$ cat src/rtl/pwr_seq_defs.svh
`ifndef PWR_SEQ_DEFS_SVH
`define PWR_SEQ_DEFS_SVH

// Register byte addresses on the APB bus.
`define ADDR_ENABLE 12'h000
`define ADDR_STATUS 12'h004
`define ADDR_VBUCK 12'h008
`define ADDR_VLDO_A 12'h00c
`define ADDR_VLDO_B 12'h010
`define ADDR_VLDO_C 12'h014
`define ADDR_CTRL 12'h018

// Enable register fields.
`define EN_BUCK_BIT 0
`define EN_LDO_A_BIT 1
`define EN_LDO_B_BIT 2
`define EN_LDO_C_BIT 3
`define EN_SEQDIS_BIT 4
`define EN_RESTART_BIT 5

// Status register fields.
`define ST_PGOOD_LSB 0
`define ST_UV_BIT 4
`define ST_TS_BIT 5

// Control register fields.
`define CTRL_INTEN_BIT 0

// Reset values.
`define RST_ENABLE 8'h20
`define RST_CTRL 8'h00
`define RST_VOLT 8'h00

// Power-good thresholds in percent of target.
`define PG_RISE_PCT 8'd90
`define PG_FALL_PCT 8'd85

// Detector filter length in cycles.
`define FILT_CYCLES 4'd3

`endif

$ cat src/rtl/pwr_seq_pkg.sv
package pwr_seq_pkg;

  // Supply enable nibble: {ldo_c, ldo_b, ldo_a, buck}.
  typedef logic [3:0] supply_vec_type;

  // Sequencer states, one-hot.
  typedef enum logic [3:0] {
    ST_IDLE = 4'b0001,
    ST_LOAD = 4'b0010,
    ST_RUN = 4'b0100,
    ST_FAULT = 4'b1000
  } seq_state_type;

  // Filtered pin and detector events.
  typedef struct packed {
    logic en_rise;
    logic en_fall;
    logic en_level;
    logic uv;
    logic ts;
  } pin_evt_type;

  // Output rail levels reported by analog monitors, in percent of target.
  typedef struct packed {
    logic [7:0] pct_c;
    logic [7:0] pct_b;
    logic [7:0] pct_a;
    logic [7:0] pct_buck;
  } rail_pct_type;

endpackage

$ cat src/rtl/pwr_seq_ctrl.sv
`timescale 1ns/10ps
`include "pwr_seq_defs.svh"

// Operation
// Reset loads defaults; start if pin high
// Startup reloads voltage defaults first
// Startup clears sequencing disable; no-seq reads zero
// Startup loads preset enables then sequences
// Startup sets restart-after-fault to one
// Enable pin acts on rising edge
// Falling edge clears enables, drops bias
// Falling edge after register shutdown does nothing
// Pin tied high starts after reset
// Enable bits drive supplies in order
// Host never mixes pin and bus control
// Voltage write applies at bus acknowledge
// Fault drops outputs, flags, reloads defaults; bias_on stays high in an undervoltage fault as well
// Fault end restarts only if enabled
// Thermal fault keeps bias, logs flag
// Pin or bus shutdown accepted anytime; a pin fall during a fault is ignored and the restart still follows if enabled
// Fault flags clear by write-one only
// Supply loss reset clears fault flags
// Power-good sets at 90, clears 85
// Interrupt low on fault flag if enabled
// Write-one releases; persisting fault reasserts
// Interrupt enable resets to zero
// No-seq startup turns on one supply
// Sequencing uses power-good of previous supply
// Host disables sequencing before toggling
// Pins and detectors filtered to clean edges
module pwr_seq_ctrl #(
  parameter bit SEQ_ENABLED = 1'b1,
  parameter logic [3:0] PRESET_EN = 4'hf,
  parameter logic [7:0] ORDER = 8'b11_10_00_01,
  parameter logic [7:0] VBUCK_DEF = 8'h10,
  parameter logic [7:0] VLDO_A_DEF = 8'h14,
  parameter logic [7:0] VLDO_B_DEF = 8'h14,
  parameter logic [7:0] VLDO_C_DEF = 8'h14
) (
  input wire logic pclk,
  input wire logic presetn,
  input wire logic ce,
  input wire logic psel,
  input wire logic penable,
  input wire logic pwrite,
  input wire logic [11:0] paddr,
  input wire logic [31:0] pwdata,
  output logic [31:0] prdata,
  output logic pready,
  output logic pslverr,
  input wire logic enable_pin,
  input wire logic undervoltage_lockout,
  input wire logic thermal_shutdown,
  input wire pwr_seq_pkg::rail_pct_type rail_pct,
  output logic buck_reg_on,
  output logic linear_reg_a_on,
  output logic linear_reg_b_on,
  output logic linear_reg_c_on,
  output logic bias_on,
  output logic [31:0] volt_settings,
  output logic fault_irq_n
);
  pwr_seq_pkg::pin_evt_type evt;
  pwr_seq_pkg::seq_state_type state_r;
  pwr_seq_pkg::seq_state_type state_nxt;
  pwr_seq_pkg::supply_vec_type en_r;
  pwr_seq_pkg::supply_vec_type on_r;
  pwr_seq_pkg::supply_vec_type on_nxt;
  pwr_seq_pkg::supply_vec_type pgood;
  logic seqdis_r;
  logic restart_r;
  logic inten_r;
  logic uv_flag_r;
  logic ts_flag_r;
  logic [7:0] volt_r [4];
  logic boot_r;
  logic fault_any;
  logic fault_prev_r;
  logic fault_end;
  logic wr_acc;
  logic rd_acc;
  logic hit;
  logic w_en;
  logic w_st;
  logic w_ctrl;
  logic [2:0] w_volt;
  logic [7:0] rd_mux;
  logic start_go;
  logic stop_go;

  // Synchronised, filtered pin and fault detector views.
  pin_filter u_en (.pclk(pclk), .presetn(presetn), .ce(ce), .pin(enable_pin),
    .level(evt.en_level), .rise(evt.en_rise), .fall(evt.en_fall));
  pin_filter u_uv (.pclk(pclk), .presetn(presetn), .ce(ce), .pin(undervoltage_lockout),
    .level(evt.uv), .rise(), .fall());
  pin_filter u_ts (.pclk(pclk), .presetn(presetn), .ce(ce), .pin(thermal_shutdown),
    .level(evt.ts), .rise(), .fall());

  // Power-good monitors, one per rail.
  pgood_mon u_pg0 (.pclk(pclk), .presetn(presetn), .ce(ce), .on(on_r[0]),
    .pct(rail_pct.pct_buck), .good(pgood[0]));
  pgood_mon u_pg1 (.pclk(pclk), .presetn(presetn), .ce(ce), .on(on_r[1]),
    .pct(rail_pct.pct_a), .good(pgood[1]));
  pgood_mon u_pg2 (.pclk(pclk), .presetn(presetn), .ce(ce), .on(on_r[2]),
    .pct(rail_pct.pct_b), .good(pgood[2]));
  pgood_mon u_pg3 (.pclk(pclk), .presetn(presetn), .ce(ce), .on(on_r[3]),
    .pct(rail_pct.pct_c), .good(pgood[3]));

  // Rank of a supply in the sequencing order (0 = first).
  function automatic logic [1:0] rank_of(input logic [1:0] idx);
    logic [1:0] r;
    r = 2'd0;
    for (int k = 0; k < 4; k++) begin
      if (ORDER[2*k +: 2] == idx) r = k[1:0];
    end
    return r;
  endfunction

  // Bus decode; single-cycle access, zero wait states.
  assign wr_acc = psel && penable && pwrite;
  assign rd_acc = psel && !penable && !pwrite;
  assign hit = (paddr == `ADDR_ENABLE) || (paddr == `ADDR_STATUS) || (paddr == `ADDR_VBUCK) ||
               (paddr == `ADDR_VLDO_A) || (paddr == `ADDR_VLDO_B) || (paddr == `ADDR_VLDO_C) ||
               (paddr == `ADDR_CTRL);
  assign w_en = wr_acc && (paddr == `ADDR_ENABLE);
  assign w_st = wr_acc && (paddr == `ADDR_STATUS);
  assign w_ctrl = wr_acc && (paddr == `ADDR_CTRL);
  assign w_volt = (paddr == `ADDR_VBUCK) ? 3'd4 : (paddr == `ADDR_VLDO_A) ? 3'd5 :
                  (paddr == `ADDR_VLDO_B) ? 3'd6 : (paddr == `ADDR_VLDO_C) ? 3'd7 : 3'd0;

  // Read data selection.
  assign rd_mux = (paddr == `ADDR_ENABLE) ? {2'b00, restart_r, seqdis_r & SEQ_ENABLED, en_r} :
                  (paddr == `ADDR_STATUS) ? {2'b00, ts_flag_r, uv_flag_r, pgood} :
                  (paddr == `ADDR_VBUCK) ? volt_r[0] :
                  (paddr == `ADDR_VLDO_A) ? volt_r[1] :
                  (paddr == `ADDR_VLDO_B) ? volt_r[2] :
                  (paddr == `ADDR_VLDO_C) ? volt_r[3] :
                  (paddr == `ADDR_CTRL) ? {7'h00, inten_r} : 8'h00;

  // Fault detection and default startup triggers.
  assign fault_any = evt.uv || evt.ts;
  assign fault_end = fault_prev_r && !fault_any;
  assign start_go = !fault_any && (evt.en_rise || boot_r && evt.en_level || fault_end && restart_r);
  assign stop_go = evt.en_fall && (en_r != 4'h0);

  // Supply drive: sequenced by the previous rail's power good, else direct.
  always_comb begin
    on_nxt = en_r;
    if (SEQ_ENABLED && !seqdis_r) begin
      for (int i = 0; i < 4; i++) begin
        for (int j = 0; j < 4; j++) begin
          if (en_r[j] && rank_of(j[1:0]) < rank_of(i[1:0]) && !pgood[j]) on_nxt[i] = 1'b0;
        end
      end
    end
    if (state_r != pwr_seq_pkg::ST_RUN) on_nxt = 4'h0;
  end

  // Sequencer state machine.
  always_comb begin
    state_nxt = state_r;
    case (state_r)
      pwr_seq_pkg::ST_IDLE: begin
        if (fault_any) state_nxt = pwr_seq_pkg::ST_FAULT;
        else if (start_go) state_nxt = pwr_seq_pkg::ST_LOAD;
        else if (w_en && pwdata[3:0] != 4'h0) state_nxt = pwr_seq_pkg::ST_RUN;
      end
      pwr_seq_pkg::ST_LOAD: begin
        state_nxt = fault_any ? pwr_seq_pkg::ST_FAULT : pwr_seq_pkg::ST_RUN;
      end
      pwr_seq_pkg::ST_RUN: begin
        if (fault_any) state_nxt = pwr_seq_pkg::ST_FAULT;
        else if (stop_go || en_r == 4'h0) state_nxt = pwr_seq_pkg::ST_IDLE;
        else if (start_go) state_nxt = pwr_seq_pkg::ST_LOAD;
      end
      pwr_seq_pkg::ST_FAULT: begin
        if (!fault_any) state_nxt = restart_r ? pwr_seq_pkg::ST_LOAD : pwr_seq_pkg::ST_IDLE;
      end
      default: state_nxt = pwr_seq_pkg::ST_IDLE;
    endcase
  end

  // State, outputs and bus answer.
  always_ff @(posedge pclk or negedge presetn) begin
    if (!presetn) begin
      state_r <= pwr_seq_pkg::ST_IDLE;
      on_r <= 4'h0;
      fault_prev_r <= 1'b0;
      boot_r <= 1'b1;
      prdata <= 32'h0000_0000;
      pslverr <= 1'b0;
      bias_on <= 1'b0;
      fault_irq_n <= 1'b1;
    end else if (ce) begin
      state_r <= state_nxt;
      on_r <= on_nxt;
      fault_prev_r <= fault_any;
      boot_r <= 1'b0;
      if (rd_acc) prdata <= {24'h000000, rd_mux};
      pslverr <= psel && !penable && !hit;
      bias_on <= (state_nxt != pwr_seq_pkg::ST_IDLE);
      fault_irq_n <= !(inten_r && (uv_flag_r || ts_flag_r));
    end
  end

  assign pready = 1'b1;

  // Enable register with startup, shutdown and fault loading.
  always_ff @(posedge pclk or negedge presetn) begin
    if (!presetn) begin
      en_r <= 4'(`RST_ENABLE);
      seqdis_r <= 1'b0;
      restart_r <= 1'b1;
      inten_r <= 1'b0;
    end else if (ce) begin
      if (fault_any && !fault_prev_r) begin
        en_r <= 4'h0;
        seqdis_r <= 1'b0;
      end else if (state_nxt == pwr_seq_pkg::ST_LOAD) begin
        en_r <= SEQ_ENABLED ? PRESET_EN : 4'h1;
        seqdis_r <= 1'b0;
        restart_r <= 1'b1;
      end else if (stop_go) begin
        en_r <= 4'h0;
      end else if (w_en) begin
        en_r <= pwdata[3:0];
        seqdis_r <= pwdata[`EN_SEQDIS_BIT] & SEQ_ENABLED;
        restart_r <= pwdata[`EN_RESTART_BIT];
      end
      if (w_ctrl) inten_r <= pwdata[`CTRL_INTEN_BIT];
    end
  end

  // Voltage settings: defaults on startup or fault, writes apply at once.
  always_ff @(posedge pclk or negedge presetn) begin
    if (!presetn) begin
      volt_r[0] <= `RST_VOLT;
      volt_r[1] <= `RST_VOLT;
      volt_r[2] <= `RST_VOLT;
      volt_r[3] <= `RST_VOLT;
    end else if (ce) begin
      if (boot_r || (fault_any && !fault_prev_r) || state_nxt == pwr_seq_pkg::ST_LOAD) begin
        volt_r[0] <= VBUCK_DEF;
        volt_r[1] <= VLDO_A_DEF;
        volt_r[2] <= VLDO_B_DEF;
        volt_r[3] <= VLDO_C_DEF;
      end else if (wr_acc && w_volt[2]) begin
        volt_r[w_volt[1:0]] <= pwdata[7:0];
      end
    end
  end

  // Sticky fault flags: set wins over write-one clear.
  always_ff @(posedge pclk or negedge presetn) begin
    if (!presetn) begin
      uv_flag_r <= 1'b0;
      ts_flag_r <= 1'b0;
    end else if (ce) begin
      uv_flag_r <= evt.uv || (uv_flag_r && !(w_st && pwdata[`ST_UV_BIT]));
      ts_flag_r <= evt.ts || (ts_flag_r && !(w_st && pwdata[`ST_TS_BIT]));
    end
  end

  assign buck_reg_on = on_r[0];
  assign linear_reg_a_on = on_r[1];
  assign linear_reg_b_on = on_r[2];
  assign linear_reg_c_on = on_r[3];
  assign volt_settings = {volt_r[3], volt_r[2], volt_r[1], volt_r[0]};

  // Checks.
  property p_irq;
    @(posedge pclk) disable iff (!presetn)
      ce && inten_r && uv_flag_r |=> !fault_irq_n;
  endproperty
  a_irq: assert property (p_irq) else $error("interrupt not asserted");

  property p_fault_off;
    @(posedge pclk) disable iff (!presetn)
      ce && fault_any |=> ##1 (on_r == 4'h0);
  endproperty
  a_fault_off: assert property (p_fault_off) else $error("supplies on during fault");

  property p_sticky;
    @(posedge pclk) disable iff (!presetn)
      ce && ts_flag_r && !w_st |=> ts_flag_r;
  endproperty
  a_sticky: assert property (p_sticky) else $error("thermal flag lost");

  property p_start;
    @(posedge pclk) disable iff (!presetn)
      ce && state_r == pwr_seq_pkg::ST_LOAD |-> (en_r == (SEQ_ENABLED ? PRESET_EN : 4'h1)) && restart_r;
  endproperty
  a_start: assert property (p_start) else $error("startup preset not loaded");

  property p_stop;
    @(posedge pclk) disable iff (!presetn)
      ce && stop_go && !fault_any |=> en_r == 4'h0 ##1 on_r == 4'h0;
  endproperty
  a_stop: assert property (p_stop) else $error("pin shutdown failed");

  property p_noseq;
    @(posedge pclk) disable iff (!presetn)
      !SEQ_ENABLED |-> !seqdis_r;
  endproperty
  a_noseq: assert property (p_noseq) else $error("seq disable set in no-seq part");

  property p_inten;
    @(posedge pclk) disable iff (!presetn)
      !inten_r |=> fault_irq_n || $past(inten_r);
  endproperty
  a_inten: assert property (p_inten) else $error("interrupt without enable");

  property p_restart_off;
    @(posedge pclk) disable iff (!presetn)
      ce && state_r == pwr_seq_pkg::ST_FAULT && !fault_any && !restart_r |=> state_r == pwr_seq_pkg::ST_IDLE;
  endproperty
  a_restart_off: assert property (p_restart_off) else $error("restarted with restart off");

  property p_bias_fault;
    @(posedge pclk) disable iff (!presetn)
      ce && state_r == pwr_seq_pkg::ST_FAULT && fault_any |=> bias_on;
  endproperty
  a_bias_fault: assert property (p_bias_fault) else $error("bias dropped during fault");

  property p_w1c;
    @(posedge pclk) disable iff (!presetn)
      ce && w_st && pwdata[`ST_TS_BIT] && !evt.ts |=> !ts_flag_r;
  endproperty
  a_w1c: assert property (p_w1c) else $error("thermal flag not cleared");

  property p_refault;
    @(posedge pclk) disable iff (!presetn)
      ce && evt.uv |=> uv_flag_r;
  endproperty
  a_refault: assert property (p_refault) else $error("undervoltage flag not set");

  property p_pg_off;
    @(posedge pclk) disable iff (!presetn)
      ce && on_r == 4'h0 |=> pgood == 4'h0;
  endproperty
  a_pg_off: assert property (p_pg_off) else $error("power good while rails off");

  property p_volt_now;
    @(posedge pclk) disable iff (!presetn)
      ce && wr_acc && paddr == `ADDR_VBUCK && state_r == pwr_seq_pkg::ST_RUN && state_nxt == pwr_seq_pkg::ST_RUN
        |=> volt_r[0] == $past(pwdata[7:0]);
  endproperty
  a_volt_now: assert property (p_volt_now) else $error("voltage write not applied at once");
endmodule

$ cat src/rtl/pin_filter.sv
`timescale 1ns/10ps
`include "pwr_seq_defs.svh"

// Two-flop synchroniser plus stability filter for one pin, with edge pulses.
module pin_filter (
  input wire logic pclk,
  input wire logic presetn,
  input wire logic ce,
  input wire logic pin,
  output logic level,
  output logic rise,
  output logic fall
);
  logic s1_r;
  logic s2_r;
  logic [3:0] cnt_r;
  logic level_r;
  logic changed;

  assign changed = (s2_r != level_r) && (cnt_r == `FILT_CYCLES);

  // The first stage feeds only the second; a level must hold before it counts.
  always_ff @(posedge pclk or negedge presetn) begin
    if (!presetn) begin
      s1_r <= 1'b0;
      s2_r <= 1'b0;
      cnt_r <= 4'h0;
      level_r <= 1'b0;
      rise <= 1'b0;
      fall <= 1'b0;
    end else if (ce) begin
      s1_r <= pin;
      s2_r <= s1_r;
      cnt_r <= (s2_r == level_r) ? 4'h0 : (changed ? 4'h0 : cnt_r + 4'h1);
      if (changed) level_r <= s2_r;
      rise <= changed && s2_r;
      fall <= changed && !s2_r;
    end
  end

  assign level = level_r;
endmodule

$ cat src/rtl/pgood_mon.sv
`timescale 1ns/10ps
`include "pwr_seq_defs.svh"

// Power-good flag with hysteresis for one rail.
module pgood_mon (
  input wire logic pclk,
  input wire logic presetn,
  input wire logic ce,
  input wire logic on,
  input wire logic [7:0] pct,
  output logic good
);
  // Sets at the rising threshold, clears at the falling one or when off.
  always_ff @(posedge pclk or negedge presetn) begin
    if (!presetn) begin
      good <= 1'b0;
    end else if (ce) begin
      if (!on || pct <= `PG_FALL_PCT) good <= 1'b0;
      else if (pct >= `PG_RISE_PCT) good <= 1'b1;
    end
  end
endmodule

$ cat config.mk
export PLATFORM = sky130hd
export DESIGN_NAME = pwr_seq_ctrl
export DESIGN_NICKNAME = d
export VERILOG_FILES = /design/src/rtl/pwr_seq_pkg.sv /design/src/rtl/pwr_seq_ctrl.sv /design/src/rtl/pin_filter.sv /design/src/rtl/pgood_mon.sv
export VERILOG_INCLUDE_DIRS = /design/src /design/src/rtl
export SDC_FILE = /design/constraint.sdc
export NUM_CORES = 1
export LEC_CHECK = 0
export BUFFER_PORTS_ARGS = -buffer_cell sky130_fd_sc_hd__buf_2
export CAP_MARGIN = 10
export CORE_ASPECT_RATIO = 2
export CORE_MARGIN = 2
export CORE_UTILIZATION = 46
export CTS_BUF_LIST = sky130_fd_sc_hd__clkbuf_8 sky130_fd_sc_hd__clkbuf_16
export CTS_CLUSTER_SIZE = 40
export DETAILED_ROUTE_END_ITERATION = 16
export PLACE_DENSITY = 0.77
export SYNTH_ARGS = -nofsm -noshare
export SYNTH_HDL_FRONTEND = slang
export SYNTH_SLANG_ARGS = --single-unit
$ cat constraint.sdc
create_clock -name pclk -period 2 [get_ports pclk]
set_input_delay 0.2 -clock pclk [delete_from_list [all_inputs] [get_ports pclk]]
set_output_delay 0.2 -clock pclk [all_outputs]
set_load 0.005 [all_outputs]
* After elaboration in Yosys (flattened, before gate mapping)
Cells that the tools add are included.
Cells by class: equality and inequality tests 24, $lt $le $gt $ge 26, add/sub/neg operators 3, bitwise gates (word level) 2, mux-type cells 73, reductions and logical operators 120
Operators with widths (number):
- $mux W4 | 20
- $mux W32 | 2
- $logic_and A1 B1 Y1 | 59
- $mux W8 | 7
- $eq A12 B5 Y1 const B | 3
- $bwmux W32 | 1
- $ge A8 B7 Y1 const B | 4
- $le A8 B7 Y1 const B | 4
- $lt A2 B2 Y1 | 16
- $mux W1 | 32
- $eq A12 B4 Y1 const B | 2
- $reduce_and A2 Y1 | 11
- $eq A4 B2 Y1 const B | 5
- $logic_or A1 B1 Y1 | 19
- $logic_not A1 Y1 | 17
- $demux W8 S2 | 1
- $pmux W4 S4 | 1
- $add A4 B1 Y4 const B | 3
- $eq A12 B3 Y1 const B | 1
- $logic_not A12 Y1 | 1
- $mux W3 | 4
- $reduce_bool A2 Y1 | 6
- $reduce_bool A4 Y1 | 3
- $mux W2 | 5
- 17 further kinds | 21
Storage, ports and cells: output and inout bits 72, bits of input ports 85, word-level logic and storage cells 284, register bits after elaboration 89

* Longest topological paths before layout
Gate-level depths: netlist of run 1.
depth after elaboration 14, gate-level depth with buffers 7

* Cells and area by module
A second synthesis of run 1 with hierarchy kept.
Second synthesis, totals: cells, all modules 494, area total of the unflattened synthesis 5141.2 um2
By module, submodules not included:
- pwr_seq_ctrl | instances 1, area an instance 3493.4 um2, cells an instance 340
- pin_filter | instances 3, area an instance 419.2 um2, cells an instance 38
- pgood_mon | instances 4, area an instance 97.6 um2, cells an instance 10

* Worst setup path before layout of run 1
OpenSTA, ideal clock, no wires.
path type register -> register, from register state_r[3], to register volt_r, in the netlist volt_settings[16], path slack -0.164 ns, required time 1.879 ns, cell stages (with the launch flop) 7, arrival time 2.043 ns, cells stage by stage dfrtp_1 -> clkbuf_1 -> nor4b_1 -> a21oi_1 -> a211oi_4 -> o31ai_2 -> a22o_1
On the way: longest elaborated chain between the ends 8, elaborated cells between the ends (all ways) 17, those cells by class 5 x eq/ne; 9 x mux; 3 x reduce/logical
RTL lines:
- start, declared | RTL line pwr_seq_ctrl.sv:64 | pwr_seq_pkg::seq_state_type state_r;
- start signal, assigned | RTL line pwr_seq_ctrl.sv:186 | state_r <= pwr_seq_pkg::ST_IDLE;
- start signal, assigned | RTL line pwr_seq_ctrl.sv:195 | state_r <= state_nxt;
- $mux W4 (on tied branches) | RTL line pwr_seq_ctrl.sv:174, pwr_seq_ctrl.sv:166
- $mux W4 (on tied branches) | RTL line pwr_seq_ctrl.sv:173, pwr_seq_ctrl.sv:165
- $mux W4 (on tied branches) | RTL line pwr_seq_ctrl.sv:172, pwr_seq_ctrl.sv:164
- $pmux W4 S4 * | RTL line pwr_seq_ctrl.sv:162 | case (state_r)
- $eq A4 B2 Y1 * | RTL line pwr_seq_ctrl.sv:242 | if (boot_r || (fault_any && !fault_prev_r) || state_nxt == pwr_seq_pkg::ST_LOAD) begin
- $logic_or A1 B1 Y1 * | RTL line pwr_seq_ctrl.sv:242
- $reduce_bool A2 Y1 (no line)
- $reduce_and A2 Y1 (no line)
- end signal, assigned by index | RTL line pwr_seq_ctrl.sv:248 | volt_r[w_volt[1:0]] <= pwdata[7:0];
- end, declared | RTL line pwr_seq_ctrl.sv:75 | logic [7:0] volt_r [4];
Mark *: on every way between the ends. The rest lies on a longest branch, timed or not. A chain may end at the register's enable or synchronous reset.

* Worst setup path in the final report of run 1
from register state_r[2], to register volt_r, in the netlist volt_settings[16]
Same word-level chain as after synthesis.

==> results of run 1 <==
==> routing by layer <==
metal,global-route usage,part of all wire,up-vias
met5,0,0,-
met4,0.208,0.080,0
met3,0.0567,0.057,73
met2,0.487,0.52,227
met1,0.277,0.34,2353
li1,-,-,2145
==> cells by family after synthesis <==
kind of cell | share of synthesized area
AND/OR/NAND/NOR | 0.160
multiplexers | 0.0422
buffers and inverters | 0.0706
other | 0.00154
adder cells (fa/ha/maj) | 0.00767
flip-flops | 0.456
XOR/XNOR | 0.00895
AO/OA/AOI/OAI | 0.253
==> sequential cells by signal (all words and copies together), names as in the netlist, 4 cells and up <==
signal / count
on_r: 4
u_ts.cnt_r: 4
en_r: 4
state_r: 4
prdata: 8
volt_settings: 32
u_uv.cnt_r: 4
u_en.cnt_r: 4
==> report_power, final <==
| group | leakage, nW | total [mW] | internal, mW | switching [mW] |
|---|---|---|---|---|
| Combinational | 1.73 | 2.05 | 0.972 | 1.08 |
| Sequential | 1.13 | 2.28 | 2.03 | 0.249 |
| Clock | 0.148 | 1.74 | 0.981 | 0.756 |
==> worst max-delay path by stage <==
stage	startpoint	end	slack, ns
floorplan	state_r[3]$_DFFE_PN0P_	volt_settings[21]$_DFFE_PN0P_	-0.11
global placement	state_r[3]$_DFFE_PN0P_	en_r[0]$_DFFE_PN0P_	-0.11
detailed placement	paddr[7]	volt_settings[12]$_DFFE_PN0P_	-0.13
CTS	state_r[3]$_DFFE_PN0P_	volt_settings[0]$_DFFE_PN0P_	-0.01
global route	state_r[2]$_DFFE_PN0P_	volt_settings[0]$_DFFE_PN0P_	-0.07
finish	state_r[2]$_DFFE_PN0P_	volt_settings[16]$_DFFE_PN0P_	-0.01
==> synth_stat cells (all sizes together), types with 3 or more instances <==
master / n
a31oi: 3
nor2b: 13
a32o: 7
nand4: 3
inv: 17
a21oi: 18
xor2: 3
dfstp: 4
and3: 4
nor3: 11
o31ai: 5
nor4b: 4
a22oi: 14
dfrtp: 85
nor2: 28
nand3b: 3
nand3: 15
ha: 3
nand2b: 3
mux2: 13
or4: 3
a22o: 25
o2bb2ai: 7
nand2: 31
a21o: 3
o22ai: 5
or4b: 4
mux2i: 6
o21a: 6
o21ai: 40
buf: 28
clkbuf: 21
nor4: 12
a221oi: 13
==> stage by stage <==
step | hold WS [ns] | instance area (µm²) | power, mW | cells
after detailed placement | 0.177 | 5990 | 4.11 | 771
after floorplan | -0.0956 | 5070 | 3.32 | 515
after global placement | 0.169 | 5990 | 4.03 | 771
after global routing | 0.0735 | 6470 | 6.36 | 796
final | 0.0785 | 6470 | 6.07 | 796
after CTS | 0.0676 | 6370 | 5.95 | 791
==> what timing repair did <==
item / in CTS / in global routing
setup endpoints to repair: 35 / 40
resized for setup: 13 / 18
hold endpoints to repair: 33 / 0
setup buffers: 3 / 5
hold buffers: 1 / 0
pin swaps: 3 / 4
==> placed cells by master, fill, tap and decap left out, drive strengths merged, types with 4 or more instances in the layout <==
cell,instances
inv,20
nor2b,13
a32o,7
nand3,15
a22o,25
clkbuf,9
conb,25
and3,4
nand2,31
nor4b,4
nor3,11
dfstp,4
nor2,28
o22ai,5
or4b,4
mux2i,6
a22oi,14
mux2,13
a221oi,13
o21ai,40
buf,176
a21oi,18
o21a,6
o2bb2ai,7
nor4,12
o31ai,5
dfrtp,85
==> cell type report <==
type                    count  area (µm²)  share of cell area
clock buffers               9         225              0.0348
clock inverters             7        76.3              0.0118
inverters                  18        67.6              0.0104
multi-input cells         359        2560               0.396
flip-flops and latches     89        2240               0.346
well taps                 137         171              0.0265
repair buffers            177        1130               0.175
==> impl_metrics.env, run 1 <==
export IMPL_layout_nets=742
export IMPL_port_buffers=103
export IMPL_synthTopCellsByArea="dfrtp_1 43%, a22o_1 4.5%, o21ai_0 4.0%"
export IMPL_dpl_hpwl_um=11900
export IMPL_syn_area_per_cell_um2=9.94
export IMPL_areaGrowthSynthToFinish_pct=32.3
export IMPL_timing_rr_start="state_r[2]$_DFFE_PN0P_"
export IMPL_rsz0062_at_grt="true"
export IMPL_clockBufferDepth=2
export IMPL_cts_root_buf="clkbuf_16"
export IMPL_whs_path_depth=2
export IMPL_gp_congestion=1.02
export IMPL_antenna_found_initial=0
export IMPL_wirelength_um=15500
export IMPL_overflow=0
export IMPL_cp_depth=8
export IMPL_criticalPathCategory="flop to flop"
export IMPL_min_to="u_en.s1_r$_DFFE_PN0P_"
export IMPL_async_reset_ff_frac=1.00
export IMPL_leakagePower_nw=3.01
export IMPL_hold_class="input port to flop"
export IMPL_finalCritPeriodShare=1.00
export IMPL_finish_utilization=0.622
export IMPL_fin_skew_ns=0.00976
export IMPL_fin_crit_ns=2.01
export IMPL_worst_slack_ns=-0.00971
export IMPL_cts_tree="built"
export IMPL_pre_cts_slack_ns=-0.127
export IMPL_cp_buffers_inverters=3
export IMPL_critical_path_top_delay_family="compound AO/OA/AOI/OAI gates"
export IMPL_rows=53
export IMPL_fill_cells=889
export IMPL_status="finished with violations"
export IMPL_ys_ff_latch=89
export IMPL_diodes=0
export IMPL_cp_arrival_ns=2.26
export IMPL_clkTransAtPathRegs_ns=0.07
export IMPL_first_global_vias=4737
export IMPL_vias=4798
export IMPL_cts_buffers=9
export IMPL_htreeDepth=3
export IMPL_vdd_ir_drop_max_mv=0.579
export IMPL_start_util=0.470
export IMPL_hold_start="enable_pin"
export IMPL_reg2reg_setup_slack_ns=-0.01
export IMPL_start_kind="flop"
export IMPL_synthFlopType="dfrtp_1"
export IMPL_viasPerCell=6.03
export IMPL_tightest_slew_ns=0.634
export IMPL_crit_slowest_cell="dfrtp_2"
export IMPL_grt_max_degree=57
export IMPL_reg2reg_depth=8
export IMPL_drt_initial_drc_count=296
export IMPL_wl_per_cell_um=19.5
export IMPL_cp_cell_sequence="buf_4 > nor4b_4 > a21oi_2 > a211oi_4 > buf_12 > o31ai_4 > buf_6 > a22o_1"
export IMPL_report_final_hold_viol_count=0
export IMPL_worstSetupEndpointType="flop"
export IMPL_critPathRequiredTime_ns=2.25
export IMPL_synth_edf_count=0
export IMPL_layout_drive_gt1_share=0.375
export IMPL_drcViolationCount=0
export IMPL_ys_seq_area_frac=0.456
export IMPL_ys_types=65
export IMPL_cts_sinks=89
export IMPL_ios=157
export IMPL_die_area_um2=11500
export IMPL_drtPass1Iterations=5
export IMPL_syn_cell_area_um2=4890
export IMPL_core_region_area_um2=10400
export IMPL_die_width_um=76.9
export IMPL_yosys_warnings=0
export IMPL_finalSetupViolations=3
export IMPL_powerDensity_nw_per_um2=938
export IMPL_crit_fanout=10
export IMPL_slew_headroom=0.572
export IMPL_fin_setup_tns_ns=-0.0149
export IMPL_grt_pass1_wl_um=24100
export IMPL_violations="setup timing"
export IMPL_synth_top_cell_area_share=0.435
export IMPL_grt_usage=0.274
export IMPL_report_final_slew_viol_count=0
export IMPL_cpPeakStageDelay_ns=0.45
export IMPL_detail_route_antenna_nets=0
export IMPL_clkLatencyLatePin_ns=0.36
export IMPL_maxCapViolCount=0
export IMPL_synth_area_leader_cell="dfrtp_1"
export IMPL_r2r_end="volt_settings[16]$_DFFE_PN0P_"
export IMPL_syn_inst=492
export IMPL_die_h_um=150
export IMPL_max_clock_freq_ghz=0.498
(Power assumes the default switching activity.)
==> run 2, diff against run 1 <==
CORE_UTILIZATION = 48   (was 46)
CTS_BUF_LIST = sky130_fd_sc_hd__clkbuf_8   (was sky130_fd_sc_hd__clkbuf_8 sky130_fd_sc_hd__clkbuf_16)
PLACE_DENSITY = 0.8   (was 0.77)
SETUP_SLACK_MARGIN = 0.02   (was unset)
==> run 2 against run 1 <==
Effect of this change:
- the run still ends with setup timing left
- die area fell by 4.0%
- global-route usage is 2.4 points higher
- maximum frequency shrank 3.8%
- cell area fell by 0.43%
- clock skew is 0.00084 ns lower
- non-clock buffer count up 7
- register-to-register slack got worse by 0.08 ns
- critical path depth stayed put
- combinational power up 6%
- final cell count increased by 0.63%
- first-iteration DRC count increased by 9.1%
- critical endpoint is now volt_settings[17]$_DFFE_PN0P_
- largest cell class unchanged
- highest routed layer unchanged
==> impl_metrics.env, run 2 (synthesis gave the netlist of run 1 again) <==
export IMPL_clockPowerShare=0.219
export IMPL_grt_pass1_wl_um=24600
export IMPL_grt_usage=0.298
export IMPL_wl_per_cell_um=19.8
export IMPL_vias=4794
export IMPL_netSwitchingFraction=0.358
export IMPL_fin_skew_ns=0.00891
export IMPL_tightest_slew_ns=0.579
export IMPL_fin_setup_tns_ns=-1.31
export IMPL_start_util=0.488
export IMPL_fin_crit_ns=2.09
export IMPL_violations="setup timing"
export IMPL_startpoint="state_r[1]$_DFFE_PN0P_"
export IMPL_overflow=0
export IMPL_layout_drive_gt1_share=0.386
export IMPL_first_global_vias=4845
export IMPL_finalSetupViolations=22
export IMPL_seq_power_share=0.398
export IMPL_port_buffers=103
export IMPL_rows=52
export IMPL_report_final_slew_viol_count=0
export IMPL_detail_route_antenna_nets=0
export IMPL_drt_initial_drc_count=323
export IMPL_dpl_hpwl_um=12100
export IMPL_criticalPathCategory="flop to flop"
export IMPL_cp_arrival_ns=2.36
export IMPL_drcViolationCount=0
export IMPL_antenna_found_initial=0
export IMPL_cts_sinks=89
export IMPL_hold_class="input port to flop"
export IMPL_die_width_um=75.4
export IMPL_cts_root_buf="clkbuf_8"
export IMPL_viasPerCell=5.99
export IMPL_areaGrowthSynthToFinish_pct=31.8
export IMPL_rsz0062_at_grt="true"
export IMPL_layout_nets=749
export IMPL_core_region_area_um2=10000
export IMPL_power_switching_mw=2.03
export IMPL_status="finished with violations"
export IMPL_worst_slack_ns=-0.0898
export IMPL_timing_rr_start="state_r[1]$_DFFE_PN0P_"
export IMPL_critPathRequiredTime_ns=2.27
export IMPL_htreeDepth=3
export IMPL_cts_tree="built"
export IMPL_maxCapViolCount=0
export IMPL_clkTransAtPathRegs_ns=0.09
export IMPL_clkLatencyLatePin_ns=0.38
export IMPL_die_area_um2=11100
export IMPL_drtPass1Iterations=5
export IMPL_placed_cell_area_um2=6060
export IMPL_comb_power_share=0.382
export IMPL_gp_congestion=0.966
export IMPL_hold_start="enable_pin"
export IMPL_whs_ns=0.0481
export IMPL_crit_fanout=9
export IMPL_report_final_hold_viol_count=0
export IMPL_vdd_ir_drop_max_mv=0.564
export IMPL_layout_commonest_cell="buf_2"
export IMPL_start_kind="flop"
export IMPL_largest_reg_flops=32
export IMPL_mostFrequentLayoutCells="102 x buf_2, 82 x dfrtp_1, 74 x buf_4"
export IMPL_grt_max_degree=51
export IMPL_multi_input_area_um2=2590
export IMPL_ios=157
export IMPL_clockBufferDepth=2
export IMPL_finish_utilization=0.643
export IMPL_internal_power_mw=3.63
export IMPL_slew_headroom=0.610
export IMPL_cts_buffers=9
export IMPL_fin_area_um2=6450
export IMPL_die_h_um=147
export IMPL_fill_cells=825
export IMPL_max_clock_freq_ghz=0.479
export IMPL_diodes=0
export IMPL_finalCritPeriodShare=1.04
export IMPL_leakagePower_nw=2.99
export IMPL_wirelength_um=15900
export IMPL_powerDensity_nw_per_um2=879
export IMPL_register_area_um2=2240
export IMPL_p_total_mw=5.66
export IMPL_worstSetupEndpointType="flop"
run 2: per-layer routing:
metal | up-vias | wire length [µm] | GRT usage
met1 | 2303 | 5460 | 0.319
li1 | 2163 | - | -
met4 | 0 | 1310 | 0.215
met3 | 81 | 801 | 0.0432
met5 | - | 0 | 0
met2 | 247 | 8310 | 0.507
run 2: power groups by stage:
stage	combinational [mW]	sequential, mW	clock (mW)
2_1_floorplan	1.06	2.26	0
4_1_cts	2.06	2.25	1.27
3_5_place_dp	1.91	2.29	0
6_report	2.17	2.26	1.24
3_3_place_gp	1.84	2.27	0
5_1_grt	2.33	2.28	1.34
run 2: path summary, 6_finish.rpt:
check	to	slack [ns]	depth (start not counted)
worst max-delay path	volt_settings[17]$_DFFE_PN0P_	-0.09	8
worst min-delay path	u_en.s1_r$_DFFE_PN0P_	0.05	2
worst max register to register	volt_settings[17]$_DFFE_PN0P_	-0.09	8
worst min register to register	prdata[6]$_DFFE_PN0P_	0.49	2
max in group asynchronous	volt_settings[8]$_DFFE_PN0P_	1.20	3
min in group asynchronous	bias_on$_DFFE_PN0P_	0.21	2
run 2: critical path, stage by stage, from the launching register on:
cell      delay (ns)
dfrtp_2         0.49
nor4b_4         0.40
nand3_4         0.13
a211oi_4        0.28
buf_12          0.18
buf_6           0.11
nor3_2          0.05
buf_4           0.16
a22o_1          0.18
run 2: timing repair:
item / in CTS / in global routing
hold endpoints to repair: 61 / 0
setup buffers: 4 / 4
hold buffers: 1 / 0
setup endpoints to repair: 38 / 42
pin swaps: 6 / 10
resized for setup: 16 / 16
run 2: final cells by class:
type / count / share of cell area
inverters: 18 / 0.0105
clock buffers: 9 / 0.0192
clock inverters: 7 / 0.0113
well taps: 135 / 0.0262
flip-flops and latches: 89 / 0.347
multi-input cells: 359 / 0.401
repair buffers: 184 / 0.185
run 2: through the flow:
stage | setup slack [ns] | std cells
after global routing | -0.175 | 801
after floorplan | -0.113 | 515
after detailed placement | -0.157 | 776
after CTS | -0.0718 | 797
final | -0.0898 | 801
after global placement | -0.125 | 776
==> run 3, diff against run 2 <==
ABC_AREA = 1   (was unset)
CORE_ASPECT_RATIO = unset   (was 2)
==> run 3 against run 2 <==
Effect of this change:
- the run now ends clean
- via count rose by 1.1%
- hold slack got worse by 0.0065 ns
- sequential share of layout area rose by 2.4 points
- non-clock buffer count fell by 57
- routed wire length fell by 19%
- maximum frequency rose by 9.1%
- final cell count rose by 18%
- largest cell class unchanged
- clock-buffer cell count rose by 1
- synthesized cell count rose by 39%
- highest routed layer unchanged
- total power rose by 4.2%
==> impl_metrics.env, run 3 <==
export IMPL_syn_cell_area_um2=5050
export IMPL_syn_area_per_cell_um2=7.40
export IMPL_die_area_um2=11400
export IMPL_synth_top_cell_area_share=0.421
export IMPL_whs_path_depth=3
export IMPL_ys_types=41
export IMPL_yosysMostFrequentCell="nand2_1"
export IMPL_overflow=0
export IMPL_p_total_mw=5.90
export IMPL_viasPerCell=5.12
export IMPL_power_switching_mw=2.25
export IMPL_cp_arrival_ns=2.16
export IMPL_grt_pass1_wl_um=21100
export IMPL_layout_drive_gt1_share=0.222
export IMPL_whs_ns=0.0416
export IMPL_hold_class="input port to flop"
export IMPL_grt_max_degree=39
export IMPL_antenna_found_initial=0
export IMPL_async_reset_ff_frac=1.00
export IMPL_first_global_vias=4330
export IMPL_clkLatencyLatePin_ns=0.36
export IMPL_ys_ff_latch=89
export IMPL_critPathRequiredTime_ns=2.25
export IMPL_max_clock_freq_ghz=0.522
export IMPL_wl_per_cell_um=13.6
export IMPL_criticalPathCategory="flop to flop"
export IMPL_detail_route_antenna_nets=0
export IMPL_cp_common_cell="nand2_1"
export IMPL_crit_fanout=9
export IMPL_largest_reg_flops=32
export IMPL_wirelength_um=12900
export IMPL_cts_buffers=9
export IMPL_netSwitchingFraction=0.382
export IMPL_drt_initial_drc_count=270
export IMPL_rows=37
export IMPL_clkTransAtPathRegs_ns=0.09
export IMPL_leakagePower_nw=3.34
export IMPL_fin_crit_ns=1.91
export IMPL_reg2reg_depth=10
export IMPL_worstSetupEndpointType="flop"
export IMPL_report_final_hold_viol_count=0
export IMPL_maxCapViolCount=0
export IMPL_grt_usage=0.233
export IMPL_report_final_slew_viol_count=0
export IMPL_vdd_ir_drop_max_mv=0.462
export IMPL_cts_tree="built"
export IMPL_fin_skew_ns=0.0159
export IMPL_seq_power_share=0.419
export IMPL_status="finished, final reports clean"
export IMPL_ys_seq_area_frac=0.442
export IMPL_htreeDepth=3
export IMPL_clockPowerShare=0.243
export IMPL_core_region_area_um2=10300
export IMPL_layout_nets=894
export IMPL_powerDensity_nw_per_um2=981
export IMPL_gp_congestion=0.942
export IMPL_comb_power_share=0.338
export IMPL_crit_slowest_cell="dfrtp_1"
export IMPL_die_width_um=107
export IMPL_cts_sinks=89
export IMPL_vias=4846
export IMPL_areaGrowthSynthToFinish_pct=19.1
export IMPL_yosys_warnings=0
export IMPL_port_buffers=103
export IMPL_cp_cell_sequence="inv_1 > nand2_1 > nor3_4 > nand3_1 > nand3_4 > nand2_1 > nand2_4 > nand2_2 > nand2_1 > o21ai_1"
export IMPL_cpPeakStageDelay_ns=0.41
export IMPL_start_kind="flop"
export IMPL_finalCritPeriodShare=0.957
export IMPL_diodes=0
export IMPL_start_util=0.492
export IMPL_synthFlopType="dfrtp_1"
export IMPL_drtPass1Iterations=5
export IMPL_synthTopCellsByArea="dfrtp_1 42%, nand2_1 16%, nand3_1 6.9%"
export IMPL_layout_commonest_cell="nand2_1"
export IMPL_mostFrequentLayoutCells="219 x nand2_1, 102 x buf_2, 85 x dfrtp_1"
export IMPL_synth_area_leader_cell="dfrtp_1"
export IMPL_drcViolationCount=0
export IMPL_syn_inst=683
export IMPL_die_h_um=107
export IMPL_cts_root_buf="clkbuf_8"
export IMPL_synth_edf_count=0
export IMPL_dpl_hpwl_um=9450
export IMPL_rsz0062_at_grt="true"
export IMPL_clockBufferDepth=2
export IMPL_synth_commonest_cells="219 x nand2_1, 85 x dfrtp_1, 70 x nand3_1"
export IMPL_finalSetupViolations=0
export IMPL_ios=157
export IMPL_internal_power_mw=3.65
-- run 3: cell count changes after synthesis, moves of 14 or more --
cell / before / now
clkbuf_1: 21 / 7
a22o_1: 25 / 1
nand2_1: 31 / 219
inv_1: 17 / 67
nand3_1: 15 / 70
a22oi_1: 14 / 0
nor2_1: 28 / 57
-- run 3: area by class of cell --
class | count | area [µm²]
Clock buffer | 10 | 138
Clock inverter | 6 | 90.1
Fill cell | 973 | 4260
Inverter | 74 | 278
Multi-Input combinational cell | 505 | 2400
Sequential cell | 89 | 2230
Tap cell | 136 | 170
Timing Repair Buffer | 127 | 713
-- run 3: cells by family after synthesis --
| kind of cell | count (synthesis) | synth area share |
|---|---|---|
| adder cells (fa/ha/maj) | 3 | 0.00743 |
| buffers and inverters | 112 | 0.105 |
| AND/OR/NAND/NOR | 385 | 0.334 |
| multiplexers | 1 | 0.00198 |
| AO/OA/AOI/OAI | 83 | 0.0943 |
| other | 2 | 0.00149 |
| flip-flops | 89 | 0.442 |
| XOR/XNOR | 8 | 0.0139 |
-- run 3: through the flow --
step	setup WS, ns	cell area (µm²)	utilization	TNS, ns	std cells
2_1_floorplan	0.314	5140	-	0	706
3_3_place_gp	0.154	5750	0.560	0	929
3_5_place_dp	0.0895	5750	0.560	0	929
4_1_cts	0.0513	5990	0.583	0	946
5_1_grt	-0.0213	6020	0.586	-0.0841	947
6_report	0.0854	6020	0.586	0	947
-- run 3: final timing paths --
kind	start	end	slack, ns
setup / recovery	state_r[1]$_DFFE_PN0P_	volt_settings[4]$_DFFE_PN0P_	0.09
hold / removal	undervoltage_lockout	u_uv.s1_r$_DFFE_PN0P_	0.04
setup reg to reg	state_r[1]$_DFFE_PN0P_	volt_settings[4]$_DFFE_PN0P_	0.09
hold reg to reg	boot_r$_DFFE_PN1P_	boot_r$_DFFE_PN1P_	0.47
max in group asynchronous	presetn	fault_irq_n$_DFFE_PN1P_	0.97
min in group asynchronous	presetn	volt_settings[9]$_DFFE_PN0P_	0.32
-- run 3: power by group through the flow --
stage | clock (mW) | sequential, mW | combinational (mW)
finish | 1.43 | 2.47 | 2.00
global route | 1.54 | 2.53 | 2.27
CTS | 1.45 | 2.47 | 1.94
detailed placement | 0 | 2.50 | 1.92
global placement | 0 | 2.49 | 1.88
floorplan | 0 | 2.46 | 1.33
-- run 3: worst max-delay path, delay by kind of cell, from the launching register on --
kind	cells	cell delay (ns)
compound gates	1	0.07
buf+inv	1	0.09
flops	1	0.41
simple gates	8	1.23
-- run 3: repair_timing --
action                                  CTS  global route
endpoints found under the setup margin    0            29
hold endpoints to repair                 31             0
buffers inserted                          0             1
hold buffers                              1             0
gates resized for setup                   0             5
-- run 3: per-layer routing --
| metal | wire length, µm | GRT usage | vias to the layer above |
|---|---|---|---|
| li1 | - | - | 2388 |
| met1 | 5530 | 0.324 | 2221 |
| met2 | 6070 | 0.373 | 214 |
| met3 | 960 | 0.0286 | 23 |
| met4 | 320 | 0.0918 | 0 |
| met5 | 0 | 0 | - |
